[src/hdl/tmr8_pkg.sv]
// shared constants and types for the eight bit timer/counter
package tmr8_pkg;
   localparam int         COUNT_W        = 8;
   localparam int         RATE_W         = 3;
   localparam int         PRESCALE_W     = 8;
   localparam int         HOLD_W         = 2;
   localparam logic [1:0] WRITE_HOLD     = 2'h2;
   localparam logic [7:0] COUNT_RESET    = 8'h00;
   localparam logic [7:0] COUNT_MAX      = 8'hFF;
   localparam logic [7:0] PRESCALE_RESET = 8'h00;
   localparam logic       EDGE_FALLING   = 1'h1;
   localparam logic       SRC_EXTERNAL   = 1'h1;

   typedef enum logic {MODE_TIMER, MODE_COUNTER} count_mode_t;
endpackage : tmr8_pkg

[src/hdl/tick_if.sv]
// carrier between the tick source and the count register
interface tick_if;
   logic tick;
   logic clear;

   modport source (input clear, output tick);
   modport sink   (input tick, output clear);
endinterface : tick_if

[src/hdl/tmr8_prescaler.sv]
// prescaler: divides raw count events by 2..256, or passes them 1:1
module tmr8_prescaler
   import tmr8_pkg::*;
#(
   parameter int WIDTH = PRESCALE_W
) (
   // clock and reset
   input  wire logic              i_clk_sys,
   input  wire logic              i_rst_n,
   // configuration
   input  wire logic              i_prescaler_bypass,
   input  wire logic [RATE_W-1:0] i_prescale_rate_select,
   // raw events in
   input  wire logic              i_event,
   // divided ticks out
   tick_if.source                 tick_port
);
   logic [WIDTH-1:0] prescale_count;
   logic [WIDTH-1:0] next_prescale_count;
   logic             wrap;

   // rate n divides by 2^(n+1): wrap when the low n+1 bits are all ones
   function automatic logic at_wrap(input logic [WIDTH-1:0] cnt,
                                    input logic [RATE_W-1:0] rate);
      logic [WIDTH-1:0] mask;
      mask = WIDTH'((1 << (int'(rate) + 1)) - 1);
      return (cnt & mask) == mask;
   endfunction : at_wrap

   assign next_prescale_count = prescale_count + WIDTH'(1);
   assign wrap = at_wrap(prescale_count, i_prescale_rate_select);

   // not visible to software; only the count-register write clears it
   always_ff @(posedge i_clk_sys or negedge i_rst_n) begin
      if (!i_rst_n) begin
         prescale_count <= PRESCALE_RESET;
      end else if (tick_port.clear) begin
         prescale_count <= PRESCALE_RESET;
      end else if (i_event && !i_prescaler_bypass) begin
         prescale_count <= wrap ? PRESCALE_RESET : next_prescale_count;
      end
   end

   assign tick_port.tick = i_event &&
                           (i_prescaler_bypass || wrap);
endmodule : tmr8_prescaler

[src/hdl/tmr8_timer.sv]
// eight bit timer/counter with prescaler, write hold-off and overflow flag
module tmr8_timer
   import tmr8_pkg::*;
#(
   parameter int W = COUNT_W
) (
   // clock and reset
   input  wire logic              i_clk_sys,
   input  wire logic              i_rst_n,
   // configuration
   input  wire logic              i_clock_source_select,
   input  wire logic              i_source_edge_select,
   input  wire logic              i_prescaler_bypass,
   input  wire logic [RATE_W-1:0] i_prescale_rate_select,
   input  wire logic              i_overflow_irq_enable,
   // count register access
   input  wire logic              i_count_write,
   input  wire logic [W-1:0]      i_count_wdata,
   output logic [W-1:0]           o_count_register,
   // flag
   input  wire logic              i_overflow_flag_clear,
   output logic                   o_overflow_flag,
   output logic                   o_overflow_irq,
   output logic                   o_overflow_gate,
   // pin
   input  wire logic              i_external_count_input
);
   count_mode_t       mode;
   logic              pin_meta;
   logic              pin_sync;
   logic              pin_last;
   logic              pin_rise;
   logic              pin_fall;
   logic              raw_event;
   logic [HOLD_W-1:0] hold;
   logic              rollover;
   tick_if            tick_bus ();

   // an increment is allowed only once the write hold-off has drained;
   // a write in the same cycle takes precedence over any tick
   function automatic logic step_allowed(input logic              tick,
                                         input logic [HOLD_W-1:0] left,
                                         input logic              wr);
      return tick && left == '0 && !wr;
   endfunction : step_allowed

   assign mode = (i_clock_source_select == SRC_EXTERNAL) ?
                 MODE_COUNTER : MODE_TIMER;

   // two-stage synchroniser; only pin_sync feeds the edge detector
   always_ff @(posedge i_clk_sys or negedge i_rst_n) begin
      if (!i_rst_n) begin
         pin_meta <= 1'b0;
         pin_sync <= 1'b0;
         pin_last <= 1'b0;
      end else begin
         pin_meta <= i_external_count_input;
         pin_sync <= pin_meta;
         pin_last <= pin_sync;
      end
   end

   assign pin_rise = pin_sync && !pin_last;
   assign pin_fall = !pin_sync && pin_last;

   always_comb begin
      case (mode)
         MODE_TIMER:   raw_event = 1'b1;
         MODE_COUNTER: raw_event = (i_source_edge_select == EDGE_FALLING) ?
                                   pin_fall : pin_rise;
         default:      raw_event = 1'b0;
      endcase
   end

   // prescaler exclusive to this timer
   tmr8_prescaler #(.WIDTH(PRESCALE_W)) u_prescaler (
      .i_clk_sys              (i_clk_sys),
      .i_rst_n                (i_rst_n),
      .i_prescaler_bypass     (i_prescaler_bypass),
      .i_prescale_rate_select (i_prescale_rate_select),
      .i_event                (raw_event),
      .tick_port              (tick_bus.source)
   );

   assign tick_bus.clear = i_count_write;

   // hold-off counter loaded on write, blocks ticks while nonzero
   always_ff @(posedge i_clk_sys or negedge i_rst_n) begin
      if (!i_rst_n) begin
         hold <= '0;
      end else if (i_count_write) begin
         hold <= WRITE_HOLD;
      end else if (hold != '0) begin
         hold <= hold - HOLD_W'(1);
      end
   end

   assign rollover = step_allowed(tick_bus.tick, hold, i_count_write) &&
                     o_count_register == COUNT_MAX;

   always_ff @(posedge i_clk_sys or negedge i_rst_n) begin
      if (!i_rst_n) begin
         o_count_register <= COUNT_RESET;
      end else if (i_count_write) begin
         o_count_register <= i_count_wdata;
      end else if (step_allowed(tick_bus.tick, hold, i_count_write)) begin
         o_count_register <= o_count_register + W'(1);
      end
   end

   // set wins over a clear in the same cycle
   always_ff @(posedge i_clk_sys or negedge i_rst_n) begin
      if (!i_rst_n) begin
         o_overflow_flag <= 1'b0;
      end else if (rollover) begin
         o_overflow_flag <= 1'b1;
      end else if (i_overflow_flag_clear) begin
         o_overflow_flag <= 1'b0;
      end
   end

   always_ff @(posedge i_clk_sys or negedge i_rst_n) begin
      if (!i_rst_n) begin
         o_overflow_gate <= 1'b0;
      end else begin
         o_overflow_gate <= rollover;
      end
   end

   assign o_overflow_irq = o_overflow_flag && i_overflow_irq_enable;
endmodule : tmr8_timer
[config.mk]
export PLATFORM = sky130hd
export DESIGN_NAME = tmr8_timer
export DESIGN_NICKNAME = d
export VERILOG_FILES = /design/src/hdl/tmr8_pkg.sv /design/src/hdl/tick_if.sv /design/src/hdl/tmr8_prescaler.sv /design/src/hdl/tmr8_timer.sv
export SDC_FILE = /design/constraint.sdc
export NUM_CORES = 1
export LEC_CHECK = 0
export BUFFER_PORTS_ARGS = -buffer_cell sky130_fd_sc_hd__buf_2
export CAP_MARGIN = 15
export CORE_ASPECT_RATIO = 0.8
export CORE_MARGIN = 2
export CORE_UTILIZATION = 35
export CTS_BUF_LIST = sky130_fd_sc_hd__clkbuf_2
export DETAILED_ROUTE_END_ITERATION = 16
export GPL_TIMING_DRIVEN = 0
export HOLD_SLACK_MARGIN = 0.06
export PLACE_DENSITY = 0.53
export SLEW_MARGIN = 20
export SYNTH_ARGS = -nofsm -noshare
export SYNTH_HDL_FRONTEND = slang
export SYNTH_SLANG_ARGS = --single-unit
[constraint.sdc]
create_clock -name i_clk_sys -period 1.8 [get_ports i_clk_sys]
set_input_delay 0.27 -clock i_clk_sys [delete_from_list [all_inputs] [get_ports i_clk_sys]]
set_output_delay 0.27 -clock i_clk_sys [all_outputs]
set_load 0.1 [all_outputs]
Yosys cells after proc, flatten, opt, wreduce, memory -nomap -nowiden
Cells that the tools add are included.
{ "totals": {"ff_bits": 23, "elab_cells": 49, "output_inout_bits": 11, "input_bits": 20} }
{ "classes": {"bitwise_logic": 2, "add_sub_neg": 5, "n_mux": 12, "n_reduce_logical": 19, "n_shift": 1, "n_eq_ne": 2} }
{ "ops": {"columns": ["operator", "n"], "rows": [
  ["$mux W8", 5],
  ["$shl A1 B32 Y8 const A", 1],
  ["$add A8 B1 Y8 const B", 2],
  ["$reduce_bool A2 Y1", 5],
  ["$and A8 B8 Y8", 1],
  ["$eq A8 B8 Y1", 1],
  ["$eq A8 B8 Y1 const B", 1],
  ["$logic_and A1 B1 Y1", 8],
  ["$sub A8 B2 Y8 const B", 1],
  ["$add A3 B1 Y4 const B", 1],
  ["$logic_not A1 Y1", 4],
  ["$mux W1", 4],
  ["$mux W2", 2],
  ["$logic_not A2 Y1", 1],
  ["$pmux W1 S2", 1],
  ["$sub A2 B1 Y2 const B", 1],
  ["$logic_or A1 B1 Y1", 1],
  ["$not A1 Y1", 1]
]} }

Depth between registers and ports, before layout
{ "depth": {"word_depth": 11, "ltp_mapped": 9, "mapped_depth_nobuf": 7} }

Modules after synthesis
Synthesis repeated with hierarchy kept, for this count alone.
{ "hier_totals": {"hier_cells": 142, "hier_area_um2": 1385.1} }
{ "by_module_without_submodules": {"columns": ["module", "area_each_um2", "instances", "cells_per_inst", "seq_area_each_um2"], "rows": [
  ["tmr8_timer", 716.9, 1, 70, 375.4],
  ["tmr8_prescaler", 668.1, 1, 72, 200.2]
]} }

Worst setup path before layout
No wires, ideal clock.
{ "synth_timing": {"path_kind": "in2reg", "startpoint": "input port i_prescale_rate_select[2]", "endpoint": "register o_count_register[2]", "setup_ns": 0.087, "stages": 8, "arrival_ns": 2.274, "required_ns": 1.713, "path_buffers": 1, "slack_ns": -0.561, "path_cell_list": "clkbuf_2 -> or3_2 -> ha_1 -> and4bb_2 -> nor3_1 -> o31ai_1 -> nor2_1 -> o211ai_1"} }
{ "synth_between": {"elab_chain_cells": 10} }
{ "synth_lines": {"columns": ["item", "line_no", "text"], "rows": [
  ["start: declaration", "tmr8_timer.sv:14", "input wire logic [RATE_W-1:0] i_prescale_rate_select,"],
  ["$add A3 B1 Y4 (*)", "tmr8_prescaler.sv:26", "mask = WIDTH'((1 << (int'(rate) + 1)) - 1);"],
  ["$shl A1 B32 Y8 (*)", "tmr8_prescaler.sv:26", null],
  ["$sub A8 B2 Y8 (*)", "tmr8_prescaler.sv:26", null],
  ["$and A8 B8 Y8", "tmr8_prescaler.sv:27", "return (cnt & mask) == mask;"],
  ["$eq A8 B8 Y1 (*)", "tmr8_prescaler.sv:27", null],
  ["$logic_or A1 B1 Y1 (*)", "tmr8_prescaler.sv:45", "(i_prescaler_bypass || wrap);"],
  ["$logic_and A1 B1 Y1 (*)", "tmr8_prescaler.sv:44", "assign tick_port.tick = i_event &&"],
  ["$logic_and A1 B1 Y1 (*) (2 in a row)", "tmr8_timer.sv:44", "return tick && left == '0 && !wr;"],
  ["$reduce_bool A2 Y1 (no source line) (*)", null, null],
  ["end signal: assignment", "tmr8_timer.sv:105", "o_count_register <= i_count_wdata;"],
  ["end signal: assignment", "tmr8_timer.sv:107", "o_count_register <= o_count_register + W'(1);"],
  ["end: declaration", "tmr8_timer.sv:19", "output logic [W-1:0] o_count_register,"]
]} }
Mark *: on every way between the ends. The rest lies on a longest branch, timed or not.
A chain may end at the register's enable or synchronous reset.

Worst setup path after layout
{ "layout_timing": {"startpoint": "input port i_prescale_rate_select[0]", "endpoint": "register o_count_register[0]"} }
Same word-level chain as after synthesis.

==> impl_metrics.prom <==
# TYPE chip_impl_metric gauge
chip_impl_metric{name="drc",unit=""} 0
chip_impl_metric{name="timing.critical_path.required",unit="ns"} 2.08
chip_impl_metric{name="post-place-cells",unit=""} 250
chip_impl_metric{name="clkSlewWorstSetupHoldPaths",unit="ns"} 0.21
chip_impl_metric{name="final_min_period_over_clock_period",unit="%"} 103.8
chip_impl_info{name="path_delay_family",value="simple AND/OR/NAND/NOR gates"} 1
chip_impl_metric{name="io_buffers",unit=""} 28
chip_impl_metric{name="clock_insertion_delay_worst_skew",unit="ns"} 0.33
chip_impl_metric{name="number_of_standard_cells_in_the_layout_taps_in_and_fillers_out",unit=""} 266
chip_impl_metric{name="place_ws",unit="ns"} -0.6508
chip_impl_info{name="tritoncts_clock_tree",value="yes"} 1
chip_impl_metric{name="timing.critical_path.slowest_cell_delay",unit="ns"} 0.51
chip_impl_metric{name="hpwlAfterDp",unit="mm"} 2.800
chip_impl_info{name="min_path_type",value="in2reg"} 1
chip_impl_metric{name="vdd_ir_drop_max",unit="mV"} 0.4755
chip_impl_metric{name="antenna-diode-count",unit=""} 0
chip_impl_metric{name="wirelength",unit="mm"} 4.109
chip_impl_metric{name="i_o_pin_count",unit=""} 31
chip_impl_metric{name="critPathArrivalTime",unit="ns"} 2.15
chip_impl_metric{name="tritoncts.num_buffers",unit=""} 3
chip_impl_metric{name="synth-seq-cells",unit=""} 23
chip_impl_metric{name="synth_sequential_area_ratio",unit="%"} 38.85
chip_impl_info{name="final_common_cell",value="sky130_fd_sc_hd__buf_2"} 1
chip_impl_metric{name="post_drt_wl_per_cell",unit="um"} 15.45
chip_impl_metric{name="vias_cell",unit=""} 5.515
chip_impl_metric{name="synth-edff-count",unit=""} 0
chip_impl_metric{name="num_vias",unit=""} 1467
chip_impl_metric{name="number_of_antenna_violations_at_the_first_check_in_global_routing",unit=""} 0
chip_impl_metric{name="share_comb_of_total_power",unit="%"} 44.7
chip_impl_metric{name="worst_slew_pin_slew",unit="ns"} 0.5433
chip_impl_metric{name="die-width",unit="um"} 76.74
chip_impl_metric{name="timing.critical_path.buf_inv",unit=""} 1
chip_impl_metric{name="global_route.overflow_total",unit=""} 0
chip_impl_metric{name="power_leakage",unit="nW"} 0.8248
chip_impl_metric{name="fmax",unit="GHz"} 0.5351
chip_impl_metric{name="postSynthNetCount",unit=""} 189
chip_impl_metric{name="final.min_clock_period",unit="ns"} 1.869
chip_impl_info{name="crit_path_cell_trace",value="buf_8, or3_4, ha_4, o21ai_2, a311oi_2, a21oi_4, or4_1, a31oi_1"} 1
chip_impl_metric{name="synthArstFlopShare",unit="%"} 100.0
chip_impl_metric{name="maxSlewViolCount",unit=""} 0
chip_impl_metric{name="final_critical_path_setup_slack",unit="ns"} -0.06890
chip_impl_info{name="ys_flop_type",value="sky130_fd_sc_hd__dfrtp_1"} 1
chip_impl_metric{name="gpl.final_weighted_congestion",unit=""} 0.8465
chip_impl_info{name="critical_path.startpoint_type",value="input pin"} 1
chip_impl_metric{name="switching_power",unit="uW"} 696.0
chip_impl_metric{name="tritoncts_num_sinks",unit=""} 23
chip_impl_metric{name="crit_fanout",unit=""} 8
chip_impl_info{name="cp_slowest_cell",value="sky130_fd_sc_hd__or4_1"} 1
chip_impl_metric{name="floorplan.core_area",unit="um^2"} 4125
chip_impl_metric{name="report.final.setup_viol",unit=""} 7
chip_impl_info{name="grt_setup_unrepaired",value="true"} 1
chip_impl_metric{name="postSynthAreaPerCell",unit="um^2"} 8.978
chip_impl_metric{name="p_int",unit="uW"} 860.3
chip_impl_info{name="critical_path_class",value="in2reg"} 1
chip_impl_metric{name="sw_frac_of_total",unit="%"} 44.72
chip_impl_metric{name="report.final.hold_viol_count",unit=""} 0
chip_impl_metric{name="drt_iter0_markers",unit=""} 76
chip_impl_metric{name="final.setup_skew",unit="ns"} 0.003043
chip_impl_metric{name="ys.warnings.count",unit=""} 0
chip_impl_metric{name="syn_area",unit="um^2"} 1481
chip_impl_metric{name="maxcap_violations",unit=""} 0
chip_impl_info{name="layout_common_cells",value="sky130_fd_sc_hd__buf_2, sky130_fd_sc_hd__dfrtp_1, sky130_fd_sc_hd__nor2_1, sky130_fd_sc_hd__nand2_1"} 1
chip_impl_metric{name="slew-limit-headroom",unit="%"} 63.78
chip_impl_metric{name="dieArea",unit="um^2"} 4772
chip_impl_metric{name="cts_max_level",unit=""} 1
chip_impl_info{name="clk_root_buffer_cell",value="sky130_fd_sc_hd__clkbuf_2"} 1
chip_impl_metric{name="final_antenna_net_count",unit=""} 0
chip_impl_metric{name="chipHeight",unit="um"} 62.19
chip_impl_metric{name="power.share.sequential",unit="%"} 41.5
chip_impl_info{name="outcome",value="finished, violations left"} 1
chip_impl_metric{name="first_global_vias",unit=""} 1450
chip_impl_metric{name="pwr_density_cell",unit="nW/um^2"} 773.1
chip_impl_info{name="critPathCaptureType",value="flop"} 1
chip_impl_metric{name="grt_pass1_wl",unit="mm"} 6.906
chip_impl_metric{name="final_nets",unit=""} 234
chip_impl_metric{name="ctsLongestPathBuffers",unit=""} 2
chip_impl_metric{name="power.share.clock",unit="%"} 13.8
chip_impl_metric{name="area.growth.synth_to_final",unit="%"} 35.90
chip_impl_metric{name="syn_inst",unit=""} 165
chip_impl_metric{name="layout-drive-gt1-share",unit="%"} 40.67
chip_impl_metric{name="initial_utilization",unit="%"} 35.91
chip_impl_metric{name="largest_net_degree_at_the_start_of_global_routing",unit=""} 24
chip_impl_metric{name="dr.pass1.iters",unit=""} 4
chip_impl_metric{name="placementRows",unit=""} 21
chip_impl_metric{name="overall_fraction_of_global_route_tracks_in_use",unit="%"} 17.68
chip_impl_info{name="failing_checks",value="negative setup slack"} 1
chip_impl_metric{name="yosysUniqueCellTypes",unit=""} 48
[cell usage after synthesis (2+ instances only)]
master,number,share of area [%]
sky130_fd_sc_hd__dfrtp_1,23,39
sky130_fd_sc_hd__nor2_1,14,3.5
sky130_fd_sc_hd__nand2_1,13,3.3
sky130_fd_sc_hd__a31oi_1,10,4.2
sky130_fd_sc_hd__o21ai_0,10,3.4
sky130_fd_sc_hd__inv_1,9,2.3
sky130_fd_sc_hd__and3_1,8,3.4
sky130_fd_sc_hd__o31ai_1,8,4.1
sky130_fd_sc_hd__a22o_1,5,3.0
sky130_fd_sc_hd__nand3_1,5,1.7
sky130_fd_sc_hd__o2111ai_1,5,3.0
sky130_fd_sc_hd__o211ai_1,5,2.5
sky130_fd_sc_hd__ha_1,4,3.4
sky130_fd_sc_hd__clkbuf_1,3,0.76
sky130_fd_sc_hd__or2_2,3,1.3
sky130_fd_sc_hd__a211oi_1,2,1.0
sky130_fd_sc_hd__and2_1,2,0.84
sky130_fd_sc_hd__nand4_1,2,0.84
sky130_fd_sc_hd__nor2b_1,2,0.84
sky130_fd_sc_hd__nor3_1,2,0.68
sky130_fd_sc_hd__or4_1,2,1.0
sky130_fd_sc_hd__xor2_1,2,1.2
[power by group through the flow]
stage                     registers [mW]  logic, mW  clock network, mW
after floorplan                    0.860      0.266                  0
after CTS                          0.643      0.666              0.233
final                              0.646      0.695              0.215
after detailed placement           0.654      0.622                  0
after global placement             0.650      0.604                  0
after global routing               0.655      0.746              0.254
[worst paths after layout]
check                                          start                         endpoint  slack [ns]  depth (start not counted)
setup / recovery           i_prescale_rate_select[0]  o_count_register[0]$_DFFE_PN0P_       -0.07                          8
hold / removal                      i_count_wdata[0]  o_count_register[0]$_DFFE_PN0P_        0.15                          3
setup reg to reg                  pin_last$_DFF_PN0_  o_count_register[6]$_DFFE_PN0P_        0.02                          5
hold reg to reg                   pin_meta$_DFF_PN0_               pin_sync$_DFF_PN0_        0.39                          0
max in group asynchronous                    i_rst_n  o_count_register[0]$_DFFE_PN0P_        0.99                          2
min in group asynchronous                    i_rst_n  o_count_register[1]$_DFFE_PN0P_        0.42                          2
[what timing repair did]
| item | 4_1_cts | 5_1_grt |
|---|---|---|
| hold buffers | 2 | 1 |
| endpoints found under the hold margin | 24 | 1 |
| buffers inserted | 7 | 2 |
| pin swaps | 15 | 11 |
| gates resized for setup | 17 | 18 |
| endpoints found under the setup margin | 17 | 17 |
[cells by family (layout without fill, tap and decap cells)]
kind of cell | after synthesis | count (layout) | synth area share [%]
AO/OA/AOI/OAI | 56 | 56 | 28.13
XOR/XNOR | 3 | 3 | 1.774
adder cells (fa/ha/maj) | 4 | 4 | 3.379
buffers and inverters | 17 | 61 | 5.236
flip-flops | 23 | 23 | 38.85
other | 1 | 1 | 0.2531
AND/OR/NAND/NOR | 61 | 61 | 22.38
[sequential cells by signal, indices dropped and copies added (netlist names)]
| name | cells |
|---|---|
| hold | 2 |
| o_count_register | 8 |
| o_overflow_flag | 1 |
| o_overflow_gate | 1 |
| pin_last | 1 |
| pin_meta | 1 |
| pin_sync | 1 |
| u_prescaler.prescale_count | 8 |
[layer usage]
metal / track usage (%) / wire length [um] / share of wire, %
met4: 3.182 / 34 / 0.83
met3: 3.779 / 158 / 3.8
met5: 0 / 0 / 0
met1: 24.43 / 1953 / 48
met2: 28.84 / 1964 / 48
[layout make-up]
type	instances	area, um^2
timing repair buffer	40	261.5
fill	399	2112
inverter	10	37.54
sequential	23	588.1
buffer	7	60.06
multi-input combinational	125	974.7
tap	57	71.32
clock buffer	4	20.02
[tightest hold or removal path: stages]
cell	delay (ns)
sky130_fd_sc_hd__buf_2	0.09
sky130_fd_sc_hd__nor2_1	0.07
sky130_fd_sc_hd__a31oi_1	0.04
[stage by stage]
stage | TNS, ns | cell area [um^2] | power (mW) | hold WS (ns) | utilization, %
after floorplan | -0.2026 | 1558 | 1.126 | -0.02559 | -
after global placement | -8.457 | 1769 | 1.254 | 0.2844 | 42.89
after detailed placement | -8.571 | 1769 | 1.276 | 0.2841 | 42.89
after CTS | -0.2078 | 1943 | 1.542 | 0.06377 | 47.10
after global routing | -0.6528 | 2013 | 1.655 | 0.09110 | 48.80
final | -0.1988 | 2013 | 1.556 | 0.1479 | 48.80
(Power assumes the default switching activity.)
